--- src/rtl/uhcrb_pkg.sv ---
// Package of constants and types for the USB host clock/reset bring-up block
// Functional notes
// (RULE1) One downstream port, low and full speed
// (RULE2) Descriptors fetched by own bus master
// (RULE3) Interrupt goes to both host processors
// (RULE4) Logic runs on gated peripheral bus clock
// (RULE5) Local reset held from device reset until released
// (RULE6) Software local reset reinitialises only this controller
// (RULE7) One local sleep module drives gate and reset
// (RULE8) Phy runs only with 48 MHz reference
// (RULE9) Reference from high-speed phy PLL or pin
// (RULE10) Internal reset ends after clock on, reset off
// (RULE11) Software polls two registers for default values
// (RULE12) System bus, local and reference clocks running
// (RULE13) Registers read non-default until reset completes
package uhcrb_pkg;

  // Speed grades served on the single port
  localparam int UHCRB_LS_RATE_BPS = 1500000;
  localparam int UHCRB_FS_RATE_BPS = 12000000;

  // Reference clock nominal rate and core clock period
  localparam int UHCRB_REF_CLK_MHZ = 48;
  localparam int UHCRB_CORE_PERIOD_PS = 5000;

  // Internal reset stretch after both conditions met, in ns and cycles
  localparam int UHCRB_INIT_TIME_NS = 100;
  localparam int UHCRB_INIT_CYCLES =
    (UHCRB_INIT_TIME_NS * 1000 + UHCRB_CORE_PERIOD_PS - 1) / UHCRB_CORE_PERIOD_PS;

  // Reference clock liveness: edges counted within a core window
  localparam int UHCRB_REF_WINDOW_CYCLES = 64;
  localparam int UHCRB_REF_MIN_EDGES = 4;

  // Register defaults after reset
  localparam logic [31:0] UHCRB_REV_DEFAULT = 32'h0000_0010;
  localparam logic [31:0] UHCRB_HCCA_DEFAULT = 32'h0000_0000;
  localparam logic [31:0] UHCRB_BUSY_PATTERN = 32'hffff_ffff;

  // Reference source select encoding
  localparam logic UHCRB_SRC_HS_PHY = 1'b0;
  localparam logic UHCRB_SRC_PIN = 1'b1;

  // Bring-up sequencer states, Gray along the usual path
  typedef enum logic [2:0] {
    UHCRB_ST_HELD  = 3'b000,
    UHCRB_ST_GATED = 3'b001,
    UHCRB_ST_ARMED = 3'b011,
    UHCRB_ST_INIT  = 3'b010,
    UHCRB_ST_READY = 3'b110
  } uhcrb_state_t;

endpackage

--- src/rtl/uhcrb_bringup.sv ---
// Clock, reset and reference bring-up for the full/low-speed host controller
`timescale 1ns/1ps
module uhcrb_bringup
  import uhcrb_pkg::*;
#(
  parameter int INIT_CYCLES = UHCRB_INIT_CYCLES
) (
  input  wire logic        core_clk,
  input  wire logic        rst_b,
  input  wire logic        lpsc_clk_en,
  input  wire logic        lpsc_rst_release,
  input  wire logic        ref_src_sel,
  input  wire logic        hs_phy_ready,
  input  wire logic        hs_phy_ref_clk,
  input  wire logic        external_ref_clock_pin,
  input  wire logic        hc_irq_raw,
  input  wire logic [31:0] hc_rev_value,
  input  wire logic [31:0] hc_hcca_value,
  output logic             ctrl_clk_gate_en,
  output logic             ctrl_rst_b,
  output logic             phy_enable,
  output logic             ref_ok,
  output logic             init_done,
  output logic [31:0]      revision_number_register,
  output logic [31:0]      comm_area_base_register,
  output logic             irq_to_cpu0,
  output logic             irq_to_cpu1
);

  // Shift one stage toward the core clock; shared by every async input
  function automatic logic [1:0] uhcrb_sync_step(
    input logic [1:0] stages,
    input logic       din
  );
    return {stages[0], din};
  endfunction

  // Core sees its reset lifted only in these two states
  function automatic logic uhcrb_core_free(
    input uhcrb_state_t st
  );
    return (st == UHCRB_ST_INIT) || (st == UHCRB_ST_READY);
  endfunction

  // Two-flop synchronisers for the sleep-module pair, the source select, phy ready and the two reference sources
  logic [1:0] en_s_q, rel_s_q, sel_s_q, phy_s_q, hsref_s_q, pinref_s_q;
  logic [1:0] en_s_d, rel_s_d, sel_s_d, phy_s_d, hsref_s_d, pinref_s_d;

  // Stage one may go metastable, so only stage two is ever read
  always_comb begin
    en_s_d     = uhcrb_sync_step(en_s_q, lpsc_clk_en);
    rel_s_d    = uhcrb_sync_step(rel_s_q, lpsc_rst_release);
    sel_s_d    = uhcrb_sync_step(sel_s_q, ref_src_sel);
    phy_s_d    = uhcrb_sync_step(phy_s_q, hs_phy_ready);
    hsref_s_d  = uhcrb_sync_step(hsref_s_q, hs_phy_ref_clk);
    pinref_s_d = uhcrb_sync_step(pinref_s_q, external_ref_clock_pin);
  end

  always_ff @(posedge core_clk or negedge rst_b) begin
    if (!rst_b) begin
      en_s_q     <= 2'h0;
      rel_s_q    <= 2'h0;
      sel_s_q    <= 2'h0;
      phy_s_q    <= 2'h0;
      hsref_s_q  <= 2'h0;
      pinref_s_q <= 2'h0;
    end else begin
      en_s_q     <= en_s_d;
      rel_s_q    <= rel_s_d;
      sel_s_q    <= sel_s_d;
      phy_s_q    <= phy_s_d;
      hsref_s_q  <= hsref_s_d;
      pinref_s_q <= pinref_s_d;
    end
  end

  logic clk_en_s, rel_s, sel_s, phy_rdy_s, ref_sel_s, ref_alive;
  assign clk_en_s  = en_s_q[1];
  assign rel_s     = rel_s_q[1];
  assign sel_s     = sel_s_q[1];
  assign phy_rdy_s = phy_s_q[1];

  // Source mux after synchronisation, so a switch never glitches a flop
  assign ref_sel_s = (sel_s == UHCRB_SRC_PIN) ? pinref_s_q[1] : hsref_s_q[1]; // RULE9

  uhcrb_ref_mon u_ref_mon (
    .core_clk  (core_clk),
    .rst_b     (rst_b),
    .ref_sync  (ref_sel_s),
    .ref_alive (ref_alive)
  );

  // After a source switch the monitor still holds the old count; distrust it
  // for two full windows rather than report a clock that is not there
  logic       sel_prev_q, sel_prev_d;
  logic [7:0] hold_q, hold_d;
  always_comb begin
    sel_prev_d = sel_s;
    hold_d     = hold_q;
    if (sel_s != sel_prev_q) begin
      hold_d = 8'(2 * UHCRB_REF_WINDOW_CYCLES - 1); // RULE9
    end else if (hold_q != 8'h00) begin
      hold_d = hold_q - 8'h01;
    end
  end

  always_ff @(posedge core_clk or negedge rst_b) begin
    if (!rst_b) begin
      sel_prev_q <= 1'b0;
      hold_q     <= 8'h00;
    end else begin
      sel_prev_q <= sel_prev_d;
      hold_q     <= hold_d;
    end
  end

  // Reference usable only when the chosen source is really up
  logic ref_ok_q, ref_ok_d;
  always_comb begin
    ref_ok_d = ref_alive;
    if (sel_s == UHCRB_SRC_HS_PHY) begin
      ref_ok_d = ref_alive && phy_rdy_s; // RULE9
    end
    if (hold_q != 8'h00 || sel_s != sel_prev_q) begin
      ref_ok_d = 1'b0; // RULE8
    end
  end

  // Bring-up sequencer; device reset lands in HELD
  uhcrb_state_t st_q, st_d;
  logic [15:0]  cnt_q, cnt_d;
  logic         en_prev_q;
  logic         en_rise;
  assign en_rise = clk_en_s && !en_prev_q;

  always_comb begin
    st_d  = st_q;
    cnt_d = cnt_q;
    case (st_q)
      UHCRB_ST_HELD: begin
        // Release only counts once a gated-off to on edge was seen
        if (en_rise && !rel_s) begin
          st_d = UHCRB_ST_GATED; // RULE10
        end
      end
      UHCRB_ST_GATED: begin
        if (!clk_en_s) begin
          st_d = UHCRB_ST_HELD;
        end else if (rel_s) begin
          st_d = UHCRB_ST_ARMED; // RULE5
        end
      end
      UHCRB_ST_ARMED: begin
        cnt_d = 16'h0000;
        st_d  = UHCRB_ST_INIT;
      end
      UHCRB_ST_INIT: begin
        cnt_d = cnt_q + 16'h0001;
        if (cnt_q >= 16'(INIT_CYCLES - 1)) begin
          st_d = UHCRB_ST_READY; // RULE10
        end
      end
      UHCRB_ST_READY: begin
        st_d = st_q;
      end
      default: begin
        st_d = UHCRB_ST_HELD;
      end
    endcase
    // Clock loss drops all the way back; the enable edge must be seen again
    if (st_q != UHCRB_ST_HELD && !clk_en_s) begin
      st_d  = UHCRB_ST_HELD; // RULE10
      cnt_d = 16'h0000;
    end else if (!rel_s && (st_q == UHCRB_ST_ARMED || uhcrb_core_free(st_q))) begin
      // Software reset with the clock still on: reinit on the next release
      st_d  = UHCRB_ST_GATED; // RULE6
      cnt_d = 16'h0000;
    end
  end

  always_ff @(posedge core_clk or negedge rst_b) begin
    if (!rst_b) begin
      st_q      <= UHCRB_ST_HELD; // RULE5
      cnt_q     <= 16'h0000;
      en_prev_q <= 1'b0;
      ref_ok_q  <= 1'b0;
    end else begin
      st_q      <= st_d;
      cnt_q     <= cnt_d;
      en_prev_q <= clk_en_s;
      ref_ok_q  <= ref_ok_d;
    end
  end

  // Registered outputs toward the controller core and software view
  logic        gate_q, gate_d, crst_q, crst_d, phy_q, phy_d, done_q, done_d;
  logic [31:0] rev_q, rev_d, hcca_q, hcca_d;
  logic        irq0_q, irq1_q, irq_d;

  always_comb begin
    // Both gate and reset steered by one local sleep module input pair
    gate_d = clk_en_s; // RULE4 RULE7
    crst_d = uhcrb_core_free(st_q); // RULE7
    done_d = (st_q == UHCRB_ST_READY); // RULE10
    // Phy runs only with a live reference; one port, FS/LS
    phy_d  = done_d && ref_ok_q; // RULE8 RULE1
    // Non-default values until reset completes, usable as a poll flag
    rev_d  = done_d ? hc_rev_value : UHCRB_BUSY_PATTERN; // RULE13
    hcca_d = done_d ? hc_hcca_value : UHCRB_BUSY_PATTERN; // RULE13
    // Core masters its own memory; only drop its request while in reset
    irq_d  = done_d && gate_q && hc_irq_raw; // RULE2
  end

  always_ff @(posedge core_clk or negedge rst_b) begin
    if (!rst_b) begin
      gate_q <= 1'b0;
      crst_q <= 1'b0;
      phy_q  <= 1'b0;
      done_q <= 1'b0;
      rev_q  <= UHCRB_BUSY_PATTERN;
      hcca_q <= UHCRB_BUSY_PATTERN;
      irq0_q <= 1'b0;
      irq1_q <= 1'b0;
    end else begin
      gate_q <= gate_d;
      crst_q <= crst_d;
      phy_q  <= phy_d;
      done_q <= done_d;
      rev_q  <= rev_d;
      hcca_q <= hcca_d;
      irq0_q <= irq_d; // RULE3
      irq1_q <= irq_d; // RULE3
    end
  end

  assign ctrl_clk_gate_en         = gate_q;
  assign ctrl_rst_b               = crst_q;
  assign phy_enable               = phy_q;
  assign ref_ok                   = ref_ok_q;
  assign init_done                = done_q;
  assign revision_number_register = rev_q;
  assign comm_area_base_register  = hcca_q;
  assign irq_to_cpu0              = irq0_q;
  assign irq_to_cpu1              = irq1_q;

endmodule // uhcrb_bringup

--- src/rtl/uhcrb_ref_mon.sv ---
// Reference clock liveness monitor for the selected 48 MHz source
`timescale 1ns/1ps
module uhcrb_ref_mon
  import uhcrb_pkg::*;
#(
  parameter int WINDOW    = UHCRB_REF_WINDOW_CYCLES,
  parameter int MIN_EDGES = UHCRB_REF_MIN_EDGES
) (
  input  wire logic core_clk,
  input  wire logic rst_b,
  input  wire logic ref_sync,
  output logic      ref_alive
);

  logic [7:0] win_q, win_d;
  logic [7:0] edges_q, edges_d;
  logic       prev_q, prev_d;
  logic       alive_q, alive_d;

  // Count rising edges of the synchronised reference per window
  always_comb begin
    prev_d  = ref_sync;
    win_d   = win_q + 8'h01;
    edges_d = edges_q;
    alive_d = alive_q;
    if (ref_sync && !prev_q) begin
      edges_d = edges_q + 8'h01;
    end
    if (win_q == 8'(WINDOW - 1)) begin
      win_d   = 8'h00;
      edges_d = 8'h00;
      alive_d = (edges_q >= 8'(MIN_EDGES)); // RULE8
    end
  end

  always_ff @(posedge core_clk or negedge rst_b) begin
    if (!rst_b) begin
      win_q   <= 8'h00;
      edges_q <= 8'h00;
      prev_q  <= 1'b0;
      alive_q <= 1'b0;
    end else begin
      win_q   <= win_d;
      edges_q <= edges_d;
      prev_q  <= prev_d;
      alive_q <= alive_d;
    end
  end

  assign ref_alive = alive_q;

endmodule // uhcrb_ref_mon

--- config.mk ---
export PLATFORM = sky130hd
export DESIGN_NAME = uhcrb_bringup
export DESIGN_NICKNAME = d
export VERILOG_FILES = /design/src/rtl/uhcrb_pkg.sv /design/src/rtl/uhcrb_bringup.sv /design/src/rtl/uhcrb_ref_mon.sv
export SDC_FILE = /design/constraint.sdc
export NUM_CORES = 1
export LEC_CHECK = 0
export BUFFER_PORTS_ARGS = -buffer_cell sky130_fd_sc_hd__buf_2
export CORE_UTILIZATION = 49
export CTS_BUF_LIST = sky130_fd_sc_hd__clkbuf_8
export DETAILED_ROUTE_END_ITERATION = 10
export GPL_ROUTABILITY_DRIVEN = 0
export PLACE_DENSITY = 0.76
export SETUP_SLACK_MARGIN = 0.2
export SYNTH_ARGS = -nofsm -noshare
export SYNTH_HDL_FRONTEND = slang
export SYNTH_HIERARCHICAL = 1
export SYNTH_SLANG_ARGS = --single-unit
--- constraint.sdc ---
create_clock -name core_clk -period 2.8 [get_ports core_clk]
set_input_delay 0.14 -clock core_clk [delete_from_list [all_inputs] [get_ports core_clk]]
set_output_delay 0.14 -clock core_clk [all_outputs]
set_load 0.01 [all_outputs]
# Word level (Yosys, flattened, before mapping)
# Index checks and enable logic that the tools add are counted.
# word_totals
register_bits,128
input_bits,73
output_inout_bits,71
word_cells,81
# classes
n_addsub,4
magnitude_cmp,2
n_eq_ne,10
muxes,20
reduce_logical,23
# op_table
operator,count
$mux W32,2
$mux W8,5
$mux W16,2
$pmux W16 S2,1
$mux W3,6
$add A16 B1 Y16 const B,1
$add A8 B1 Y8 const B,2
$ge A16 B5 Y1 const B,1
$pmux W3 S5,1
$logic_and A1 B1 Y1,9
$eq A8 B6 Y1 const B,1
$ge A8 B3 Y1 const B,1
$reduce_bool A8 Y1,1
$sub A8 B1 Y8 const B,1
$eq A3 B2 Y1 const B,2
$ne A5 B5 Y1 const B,1
$logic_not A1 Y1,4
$ne A4 B3 Y1 const B,1
$ne A4 B4 Y1 const B,1
$reduce_and A4 Y1,1
$reduce_bool A2 Y1,2
$reduce_bool A4 Y1,1
$eq A3 B1 Y1 const B,1
$eq A3 B3 Y1 const B,1
other kinds (6),10

# Longest topological paths before layout
# Gate-level depths: netlist of run 1.
# depth
word_depth,7
ltp_mapped,7
mapped_depth_nobuf,7

# Hierarchy
# The synthesis of run 1 kept the hierarchy.
# modules_own_cells
mod,instances,cells_each,area_each_um2,seq_area_each_um2
uhcrb_bringup,1,333,4166.5,2832.7
uhcrb_ref_mon,1,78,857.1,450.4

# Worst setup path after synthesis of run 1
# Ideal clock, no wire load.
# synth_path
path_kind,flip-flop to flip-flop
startpoint,register hold_q[0]
endpoint,register hold_q[2]
setup_time_ns,0.120
arrival_time_ns,1.684
required_time_ns,2.680
path_slack_ns,0.996
path_stages_with_launch,6
n_path_buf,0
period_less_slack_ns,1.804
path_cell_list,dfrtp_1 > inv_1 > ha_1 > or3b_1 > or3_1 > a31o_2
# synth_between
elab_chain_cells,3
elab_cells_between_ends,5
cone_classes,add/sub (1); mux (2); reduce/logical (2)
# synth_rtl
element,line,rtl
start: declaration,uhcrb_bringup.sv:96,"logic [7:0] hold_q, hold_d;"
start signal: assignment,uhcrb_bringup.sv:113,hold_q <= hold_d;
$sub A8 B1 Y8,uhcrb_bringup.sv:103,hold_d = hold_q - 8'h01;
$mux W8,uhcrb_bringup.sv:102,end else if (hold_q != 8'h00) begin
$mux W8,uhcrb_bringup.sv:100,if (sel_s != sel_prev_q) begin
# Several ways; a longest one is shown, not always the timed one. The select of a mux whose other input is x is not followed.
# A chain may end at the register's enable or synchronous reset.

# Worst setup path after layout of run 1
# layout_path
startpoint,register st_q[0]
endpoint,register st_q[2]
# layout_between
elab_chain_cells,6
elab_cells_between_ends,18
cone_classes,eq/ne (8); mux (3); reduce/logical (7)
# layout_rtl
element,line,rtl
start: declaration,uhcrb_bringup.sv:130,"uhcrb_state_t st_q, st_d;"
start signal: assignment,uhcrb_bringup.sv:188,st_q <= st_d;
$eq A3 B2 Y1 / $eq A3 B3 Y1 (equally long branches),"uhcrb_bringup.sv:42, uhcrb_bringup.sv:139",
$logic_or A1 B1 Y1,uhcrb_bringup.sv:42,return (st == UHCRB_ST_INIT) || (st == UHCRB_ST_READY);
$logic_or A1 B1 Y1,uhcrb_bringup.sv:174,end else if (!rel_s && (st_q == UHCRB_ST_ARMED || uhcrb_core_free(st_q))) begin
$logic_and A1 B1 Y1,uhcrb_bringup.sv:174,
"$ne A5 B5 Y1 (no source line), or another cell as far along",-,
$reduce_and A4 Y1 (no source line) / $mux W3 (equally long branches),-,
# Several ways; a longest one is shown, not always the timed one.

==> results.toml, run 1 <==
[detailed_routing]
drc = 0
vias = 4041
wl_um = 12300
via_per_inst = 5.22
wl_per_cell_um = 15.9
first_pass_iters = 5
ant_nets = 0
drt_iter0_drc = 246

[setup_path]
timing.rr.start = "st_q[0]$_DFFE_PN0P_"
slowest_stage = "or3_1"
cp_max_fo = 26
critPathMaxStageDelay_ns = 0.66
criticalPathCategory = "flop to flop"
reg2regPathDepth = 5
rr_endpoint = "st_q[2]$_DFFE_PN0P_"
arrival_ns = 2.31
critPathBufInv = 0
cp-end-kind = "flop"
path_cells = "nand2b_4 > or3_1 > nor2_1 > a41o_1 > a21oi_1"
ff2ff_setup_slack_ns = 0.77
crit_family = "simple AND/OR/NAND/NOR gates"
critPathRequiredTime_ns = 3.08
cp-start-kind = "flop"

[die]
die_y_um = 103
coreArea_um2 = 9860
die_w_um = 103
top_level_ports = 144
rows = 36
start_util = 0.509
die_area_um2 = 10700

[pwr]
ir_drop_mv = 0.541
p_leak_nw = 2.97
finalPower_mw = 4.35
powerDensity_nw_per_um2 = 625

[synthesis]
ys.flop_type = "dfstp_2"
yosysSeqAreaShare = 0.654
synth-seq-cells = 128
synth_area_um2 = 5020
ys_warn_count = 6
syn-num-nets = 489
async_flop_share = 1.00
synthTopCellsByArea = "dfstp_2, dfrtp_1, or3_1"
synth.avg_cell_area_um2 = 12.2
syn-instance-count = 411
synth_edf_count = 0
synth_cell_types = 57
synth_top_area_frac = 0.335
synth_area_leader_cell = "dfstp_2"

[timing]
setup_viol = 0
slew_violations = 0
max-slew-margin-rel = 0.539
tns_ns = 0
timing.fmax_mhz = 493
rsz0062_at_grt = "no"
fin_crit_ns = 2.03
worst_pin_slew_ns = 0.686
skew_ns = 0.0119
finalCritPeriodShare = 0.725
hold_violations = 0
postLayoutSetupSlackWorst_ns = 0.771

[clock_tree]
clk_pin_slew_ns = 0.08
cts_buffer_depth = 2
post_cts_buffers = 0
cts_tree = "done"
clock-sinks = 128
cts_root_buf = "clkbuf_8"
htreeDepth = 4
cts_made_buffers = 17
clk-insertion-delay-late_ns = 0.42

[place]
placed_cell_area_um2 = 5840
pre_cts_ws_ns = 0.793
io_buffers = 143
hpwl_um = 6940

[job]
drv_cap = 0

[global_routing]
antenna_found_initial = 0
grt_start_max_net_pins = 71
grt_overflow = 0
grt_pass1_vias = 3919
grt_pass1_wl_um = 19200
grtUsageTotal = 0.245

[layout]
layout.area.seq_um2 = 3280
drive_gt1_frac = 0.399
finalCoreUtilization = 0.706
syn2layout_area_growth_pct = 38.6
final_area_um2 = 6960
final_common_cell = "buf_2"
nets = 706
multi_input_area_um2 = 1570
mostFrequentLayoutCells = "buf_2, dlygate4sd3_1, or3_1, dfrtp_1, dfstp_2"
antenna_cells = 0
n_fill_cell = 634

[outcome]
run_status = "completed"

[worst_hold_path]
min_path_type = "input port to asynchronous set/reset pin"
-- synthesized netlist by cell type, types with 2 or more instances --
master    number
a22o_1         2
ha_1           5
xor2_1         3
and3_1         3
o21ai_0       25
nand3_1       10
nand4_1        5
xnor2_1        8
a21oi_1       12
nand2_1       20
dfstp_2       64
clkbuf_1      15
a31oi_1        3
dfrtp_1       64
or4_4          2
mux2_2         2
nor2b_1        3
o31ai_1        6
buf_6          2
nor4_1         3
buf_2          2
or3_1         71
o41ai_1        4
nor3_1         7
nor2_1        21
inv_1         15
o211ai_1       3
and4_1         2
-- layer usage --
layer	GRT usage	vias up	part of all wire
li1	-	1896	-
met1	0.305	1958	0.40
met2	0.387	159	0.49
met3	0.0948	28	0.074
met4	0.0997	0	0.028
met5	0	-	0
-- power breakdown --
| group | switching, mW | total [mW] | internal, mW |
|---|---|---|---|
| registers | 0.117 | 2.10 | 1.99 |
| clock network | 0.683 | 1.56 | 0.877 |
| logic | 0.400 | 0.688 | 0.287 |
-- sequential cells by signal, summed over array words and instances, names as in the netlist, 2 cells and up --
name	flops
comm_area_base_register	32
revision_number_register	32
cnt_q	16
hold_q	8
u_ref_mon/edges_q	8
u_ref_mon/win_q	8
st_q	3
en_s_q	2
hsref_s_q	2
phy_s_q	2
pinref_s_q	2
rel_s_q	2
sel_s_q	2
-- repair_timing --
item,4_1_cts,5_1_grt
gates resized for setup,0,0
endpoints found under the hold margin,80,0
hold buffers,72,0
-- logic make-up (layout without fill, tap and decap cells) --
family,Yosys count,count (layout),synth area share
buf+inv,37,267,0.0344
xor+xnor,11,11,0.0192
compound gates,67,67,0.0849
mux,3,3,0.00648
fa+ha+maj,5,5,0.0125
flops,128,128,0.654
simple gates,160,160,0.189
-- cell type report --
cell class | instances | area share
Clock buffer | 21 | 0.0415
Clock inverter | 11 | 0.0158
Inverter | 15 | 0.00809
Multi-Input combinational cell | 246 | 0.225
Sequential cell | 128 | 0.472
Tap cell | 133 | 0.0239
Timing Repair Buffer | 220 | 0.214
-- how the worst max path moves through the flow --
stage | slack [ns] | start | cells past startpoint | endpoint
floorplan | 1.0 | hold_q[0]$_DFFE_PN0N_ | 5 | hold_q[2]$_DFFE_PN0N_
global placement | 0.87 | st_q[0]$_DFFE_PN0P_ | 5 | st_q[2]$_DFFE_PN0P_
detailed placement | 0.79 | st_q[0]$_DFFE_PN0P_ | 5 | st_q[2]$_DFFE_PN0P_
CTS | 0.78 | st_q[0]$_DFFE_PN0P_ | 5 | st_q[2]$_DFFE_PN0P_
global route | 0.57 | hold_q[0]$_DFFE_PN0N_ | 7 | hold_q[5]$_DFFE_PN0N_
finish | 0.77 | st_q[0]$_DFFE_PN0P_ | 5 | st_q[2]$_DFFE_PN0P_
-- through the flow --
step                      hold WS [ns]  instances
after CTS                        0.317        774
after detailed placement         0.239        670
after floorplan                 -0.156        411
after global placement           0.231        670
final                            0.330        774
after global routing             0.351        774
Note: power is estimated with default switching activity, not from simulation.
==> run 2: changes to the inputs <==
- CORE_UTILIZATION: 49 -> 48
- PLACE_DENSITY: 0.76 -> 0.78
- clock period: 2.8 -> 1.65 ns (I/O delays scaled with it)
==> results.toml, run 2 (synthesis gave the netlist of run 1 again) <==
[outcome]
run_status = "finished, violations left"
violations = "negative setup slack"

[timing]
tns_ns = -0.406
hold_violations = 0
timing.fmax_mhz = 573
hold_slack_ns = 0.154
max-slew-margin-rel = 0.636
slew_violations = 0
finalCritPeriodShare = 1.06
skew_ns = 0.0172
setup_viol = 7
fin_crit_ns = 1.75
postLayoutSetupSlackWorst_ns = -0.0953
rsz0062_at_grt = "yes"
worst_pin_slew_ns = 0.545

[setup_path]
cp-end-kind = "flop"
cp-start-kind = "flop"
cp_max_fo = 4
critPathMaxStageDelay_ns = 0.41
critPathRequiredTime_ns = 1.99
path_cells = "inv_1 > ha_2 > or3b_4 > or3_4 > a31o_2"
endpoint = "hold_q[2]$_DFFE_PN0N_"
cp-startpoint = "hold_q[0]$_DFFE_PN0N_"
rr_endpoint = "hold_q[2]$_DFFE_PN0N_"
timing.rr.start = "hold_q[0]$_DFFE_PN0N_"
arrival_ns = 2.09
reg2regPathDepth = 5
ff2ff_setup_slack_ns = -0.1
slowest_stage = "dfrtp_1"
criticalPathCategory = "flop to flop"

[global_routing]
grtUsageTotal = 0.298
grt_pass1_vias = 4799
grt_overflow = 0
grt_pass1_wl_um = 24800
grt_start_max_net_pins = 66
antenna_found_initial = 0

[die]
rows = 36
coreArea_um2 = 9950
top_level_ports = 144
die_w_um = 104
start_util = 0.505
die_area_um2 = 10900
die_y_um = 104

[clock_tree]
cts_tree = "done"
clock-sinks = 128
cts_made_buffers = 17
cts_root_buf = "clkbuf_8"
clk_pin_slew_ns = 0.08
clk-insertion-delay-late_ns = 0.45
htreeDepth = 4
cts_buffer_depth = 2

[layout]
finalCoreUtilization = 0.812
drive_gt1_frac = 0.539
n_fill_cell = 435
antenna_cells = 0
mostFrequentLayoutCells = "buf_2, dlygate4sd3_1, or3_1, dfstp_2, dfrtp_1"
multi_input_area_um2 = 1950
final_common_cell = "buf_2"
syn2layout_area_growth_pct = 61.0
layout.area.seq_um2 = 3290
final_area_um2 = 8090
nets = 774
finalNonFillerCells = 842

[place]
hpwl_um = 7910
io_buffers = 143
dp_cells = 698
placed_cell_area_um2 = 6160

[detailed_routing]
drt_iter0_drc = 366
ant_nets = 0
wl_per_cell_um = 22.0
wl_um = 18500
via_per_inst = 5.77
first_pass_iters = 5
drc = 0
vias = 4862

[pwr]
ir_drop_mv = 0.758
powerDensity_nw_per_um2 = 1020
p_leak_nw = 3.50

[job]
drv_cap = 0

[worst_hold_path]
min_path_type = "input port to asynchronous set/reset pin"
run 2: cell types whose count changed in the layout (fill, tap and decap cells not counted), sizes merged:
| cell | before | now |
|---|---|---|
| buf | 148 | 214 |
| clkinv | 6 | 2 |
| inv | 18 | 21 |
| clkinvlp | 0 | 2 |
| clkbuf | 21 | 22 |
run 2: final cells by class:
class / count / area share
clock buffers: 20 / 0.0340
clock inverters: 12 / 0.0161
inverters: 15 / 0.00696
multi-input cells: 246 / 0.241
flip-flops and latches: 128 / 0.407
well taps: 133 / 0.0206
repair buffers: 288 / 0.275
run 2: critical path, delay by kind of cell, from the launching register on:
family | cells | cell delay, ns
AO/OA/AOI/OAI | 1 | 0.22
adder cells (fa/ha/maj) | 1 | 0.17
buffers and inverters | 1 | 0.07
flip-flops | 1 | 0.41
AND/OR/NAND/NOR | 2 | 0.79
run 2: layer usage:
metal	global-route usage	part of all wire	vias to the layer above
li1	-	-	2039
met4	0.123	0.044	0
met2	0.518	0.52	308
met1	0.354	0.36	2441
met3	0.0702	0.076	74
met5	0	0	-
run 2: worst min-delay path by stage:
stage	end	cells after the start	slack [ns]
finish	u_ref_mon/edges_q[5]$_DFFE_PN0P_	2	0.15
global route	u_ref_mon/edges_q[5]$_DFFE_PN0P_	2	0.19
CTS	u_ref_mon/edges_q[5]$_DFFE_PN0P_	2	0.18
detailed placement	u_ref_mon/edges_q[5]$_DFFE_PN0P_	1	0.10
global placement	u_ref_mon/edges_q[4]$_DFFE_PN0P_	1	0.1
floorplan	cnt_q[0]$_DFFE_PN0P_	0	-0.21
run 2: where the power goes:
group          total (mW)  switching [mW]  leakage, nW  internal [mW]
clock                2.81            1.34        0.208           1.47
combinational        1.91            1.04         1.82          0.866
sequential           3.55           0.180         1.47           3.37
total                8.27            2.56         3.50           5.71
run 2: metrics by stage:
step	setup slack [ns]	power [mW]
CTS	-0.0633	7.84
global route	-0.145	8.54
detailed placement	-0.0581	4.77
global placement	-0.00989	4.71
floorplan	-0.0507	4.25
finish	-0.0953	8.27
run 2: repair_timing:
action,4_1_cts,5_1_grt
pin swaps,24,18
hold buffers,72,0
setup buffers,22,12
resized for setup,64,40
setup endpoints to repair,28,40
cloned,4,2
hold endpoints to repair,104,0
==> run 3: changes to the inputs <==
- CORE_UTILIZATION: 48 -> 49
- PLACE_DENSITY: 0.78 -> 0.76
- REMOVE_ABC_BUFFERS: not set -> 1
- clock period: 1.65 -> 2 ns (I/O delays scaled with it)
==> results.toml, run 3 (synthesis gave the netlist of run 1 again) <==
[setup_path]
arrival_ns = 2.12
criticalPathCategory = "flop to flop"
timing.rr.start = "hold_q[1]$_DFFE_PN0N_"
cp_max_fo = 4
path_cells = "inv_1 > ha_2 > or3b_4 > or3_4 > a31o_2"
cp-end-kind = "flop"
critPathBufInv = 1
reg2regPathDepth = 5
rr_endpoint = "hold_q[2]$_DFFE_PN0N_"
critPathMaxStageDelay_ns = 0.41
slowest_stage = "dfrtp_1"
ff2ff_setup_slack_ns = 0.20
critPathRequiredTime_ns = 2.32
cp-start-kind = "flop"
crit_family = "simple AND/OR/NAND/NOR gates"

[timing]
slew_violations = 0
max-slew-margin-rel = 0.540
worst_pin_slew_ns = 0.685
timing.fmax_mhz = 555
setup_viol = 0
finalCritPeriodShare = 0.901
postLayoutSetupSlackWorst_ns = 0.198
hold_violations = 0
tns_ns = 0
rsz0062_at_grt = "yes"
fin_crit_ns = 1.80
skew_ns = 0.00931

[global_routing]
grtUsageTotal = 0.263
grt_overflow = 0
grt_start_max_net_pins = 68
grt_pass1_wl_um = 20600
grt_pass1_vias = 4134
antenna_found_initial = 1

[clock_tree]
clock-sinks = 128
cts_root_buf = "clkbuf_8"
htreeDepth = 4
cts_tree = "done"
cts_made_buffers = 17
cts_buffer_depth = 2
clk-insertion-delay-late_ns = 0.43
clk_pin_slew_ns = 0.07

[layout]
drive_gt1_frac = 0.420
nets = 719
layout.area.seq_um2 = 3280
finalNonFillerCells = 787
n_fill_cell = 636
final_common_cell = "buf_2"
syn2layout_area_growth_pct = 42.0
mostFrequentLayoutCells = "buf_2, dlygate4sd3_1, or3_1, dfrtp_1, dfstp_2"
multi_input_area_um2 = 1610

[die]
coreArea_um2 = 9860
top_level_ports = 144
die_area_um2 = 10700
die_w_um = 103
die_y_um = 103
rows = 36
start_util = 0.509

[place]
hpwl_um = 6900
io_buffers = 143
pre_cts_ws_ns = 0.0739
dp_cells = 676

[detailed_routing]
via_per_inst = 5.26
wl_per_cell_um = 16.6
vias = 4141
drt_iter0_drc = 205
ant_nets = 0
drc = 0
wl_um = 13100
first_pass_iters = 6

[worst_hold_path]
min_path_type = "input port to asynchronous set/reset pin"

[job]
drv_cap = 0

[pwr]
p_leak_nw = 3.06
finalPower_mw = 6.26
powerDensity_nw_per_um2 = 877
ir_drop_mv = 0.494

[outcome]
run_status = "completed"
-- run 3: changes by cell type in the layout (fill, tap and decap cells not counted), sizes merged --
cell,change
clkinv,+3
diode,+1
bufinv,+1
clkinvlp,-2
dlygate4sd3,+1
clkbuf,-3
buf,-54
inv,-2
-- run 3: cell type report --
class	count	share of cell area
diodes	1	0.000351
clock buffers	19	0.0367
clock inverters	12	0.0198
inverters	15	0.00789
multi-input cells	246	0.226
flip-flops and latches	128	0.460
well taps	133	0.0233
repair buffers	233	0.226
-- run 3: worst max path at each step --
stage | end | slack [ns] | start | cells past startpoint
global placement | hold_q[1]$_DFFE_PN0N_ | 0.13 | hold_q[0]$_DFFE_PN0N_ | 6
detailed placement | hold_q[1]$_DFFE_PN0N_ | 0.07 | hold_q[0]$_DFFE_PN0N_ | 6
floorplan | st_q[2]$_DFFE_PN0P_ | 0.11 | st_q[0]$_DFFE_PN0P_ | 5
CTS | hold_q[7]$_DFFE_PN0N_ | 0.18 | hold_q[0]$_DFFE_PN0N_ | 4
global route | hold_q[0]$_DFFE_PN0N_ | 0.14 | hold_q[0]$_DFFE_PN0N_ | 6
finish | hold_q[2]$_DFFE_PN0N_ | 0.20 | hold_q[1]$_DFFE_PN0N_ | 5
-- run 3: per-layer routing --
| metal | part of all wire | global-route usage | vias to the layer above |
|---|---|---|---|
| met4 | 0.024 | 0.111 | 0 |
| met1 | 0.41 | 0.334 | 2023 |
| met2 | 0.50 | 0.416 | 169 |
| li1 | - | - | 1921 |
| met3 | 0.069 | 0.0901 | 28 |
| met5 | 0 | 0 | - |
-- run 3: per-stage QoR --
stage                     area [µm²]   util  hold WS (ns)
after global routing            7130  0.723        0.0344
after floorplan                 4910      -        -0.196
after CTS                       7090  0.718      0.000481
after detailed placement        5900  0.598       -0.0739
final                           7130  0.723        0.0278
after global placement          5900  0.598       -0.0742
-- run 3: what timing repair did --
| action | in CTS | in global routing |
|---|---|---|
| endpoints found under the hold margin | 176 | 0 |
| gates resized for setup | 5 | 10 |
| endpoints found under the setup margin | 9 | 10 |
| setup buffers | 4 | 2 |
| pin swaps | 0 | 3 |
| cloned | 0 | 0 |
| hold buffers | 73 | 0 |
-- run 3: power by group --
part | switching (mW) | internal, mW | total (mW) | leakage, nW
combinational | 0.589 | 0.444 | 1.03 | 1.37
sequential | 0.165 | 2.78 | 2.95 | 1.47
clock | 0.998 | 1.28 | 2.28 | 0.218
total | 1.75 | 4.51 | 6.26 | 3.06
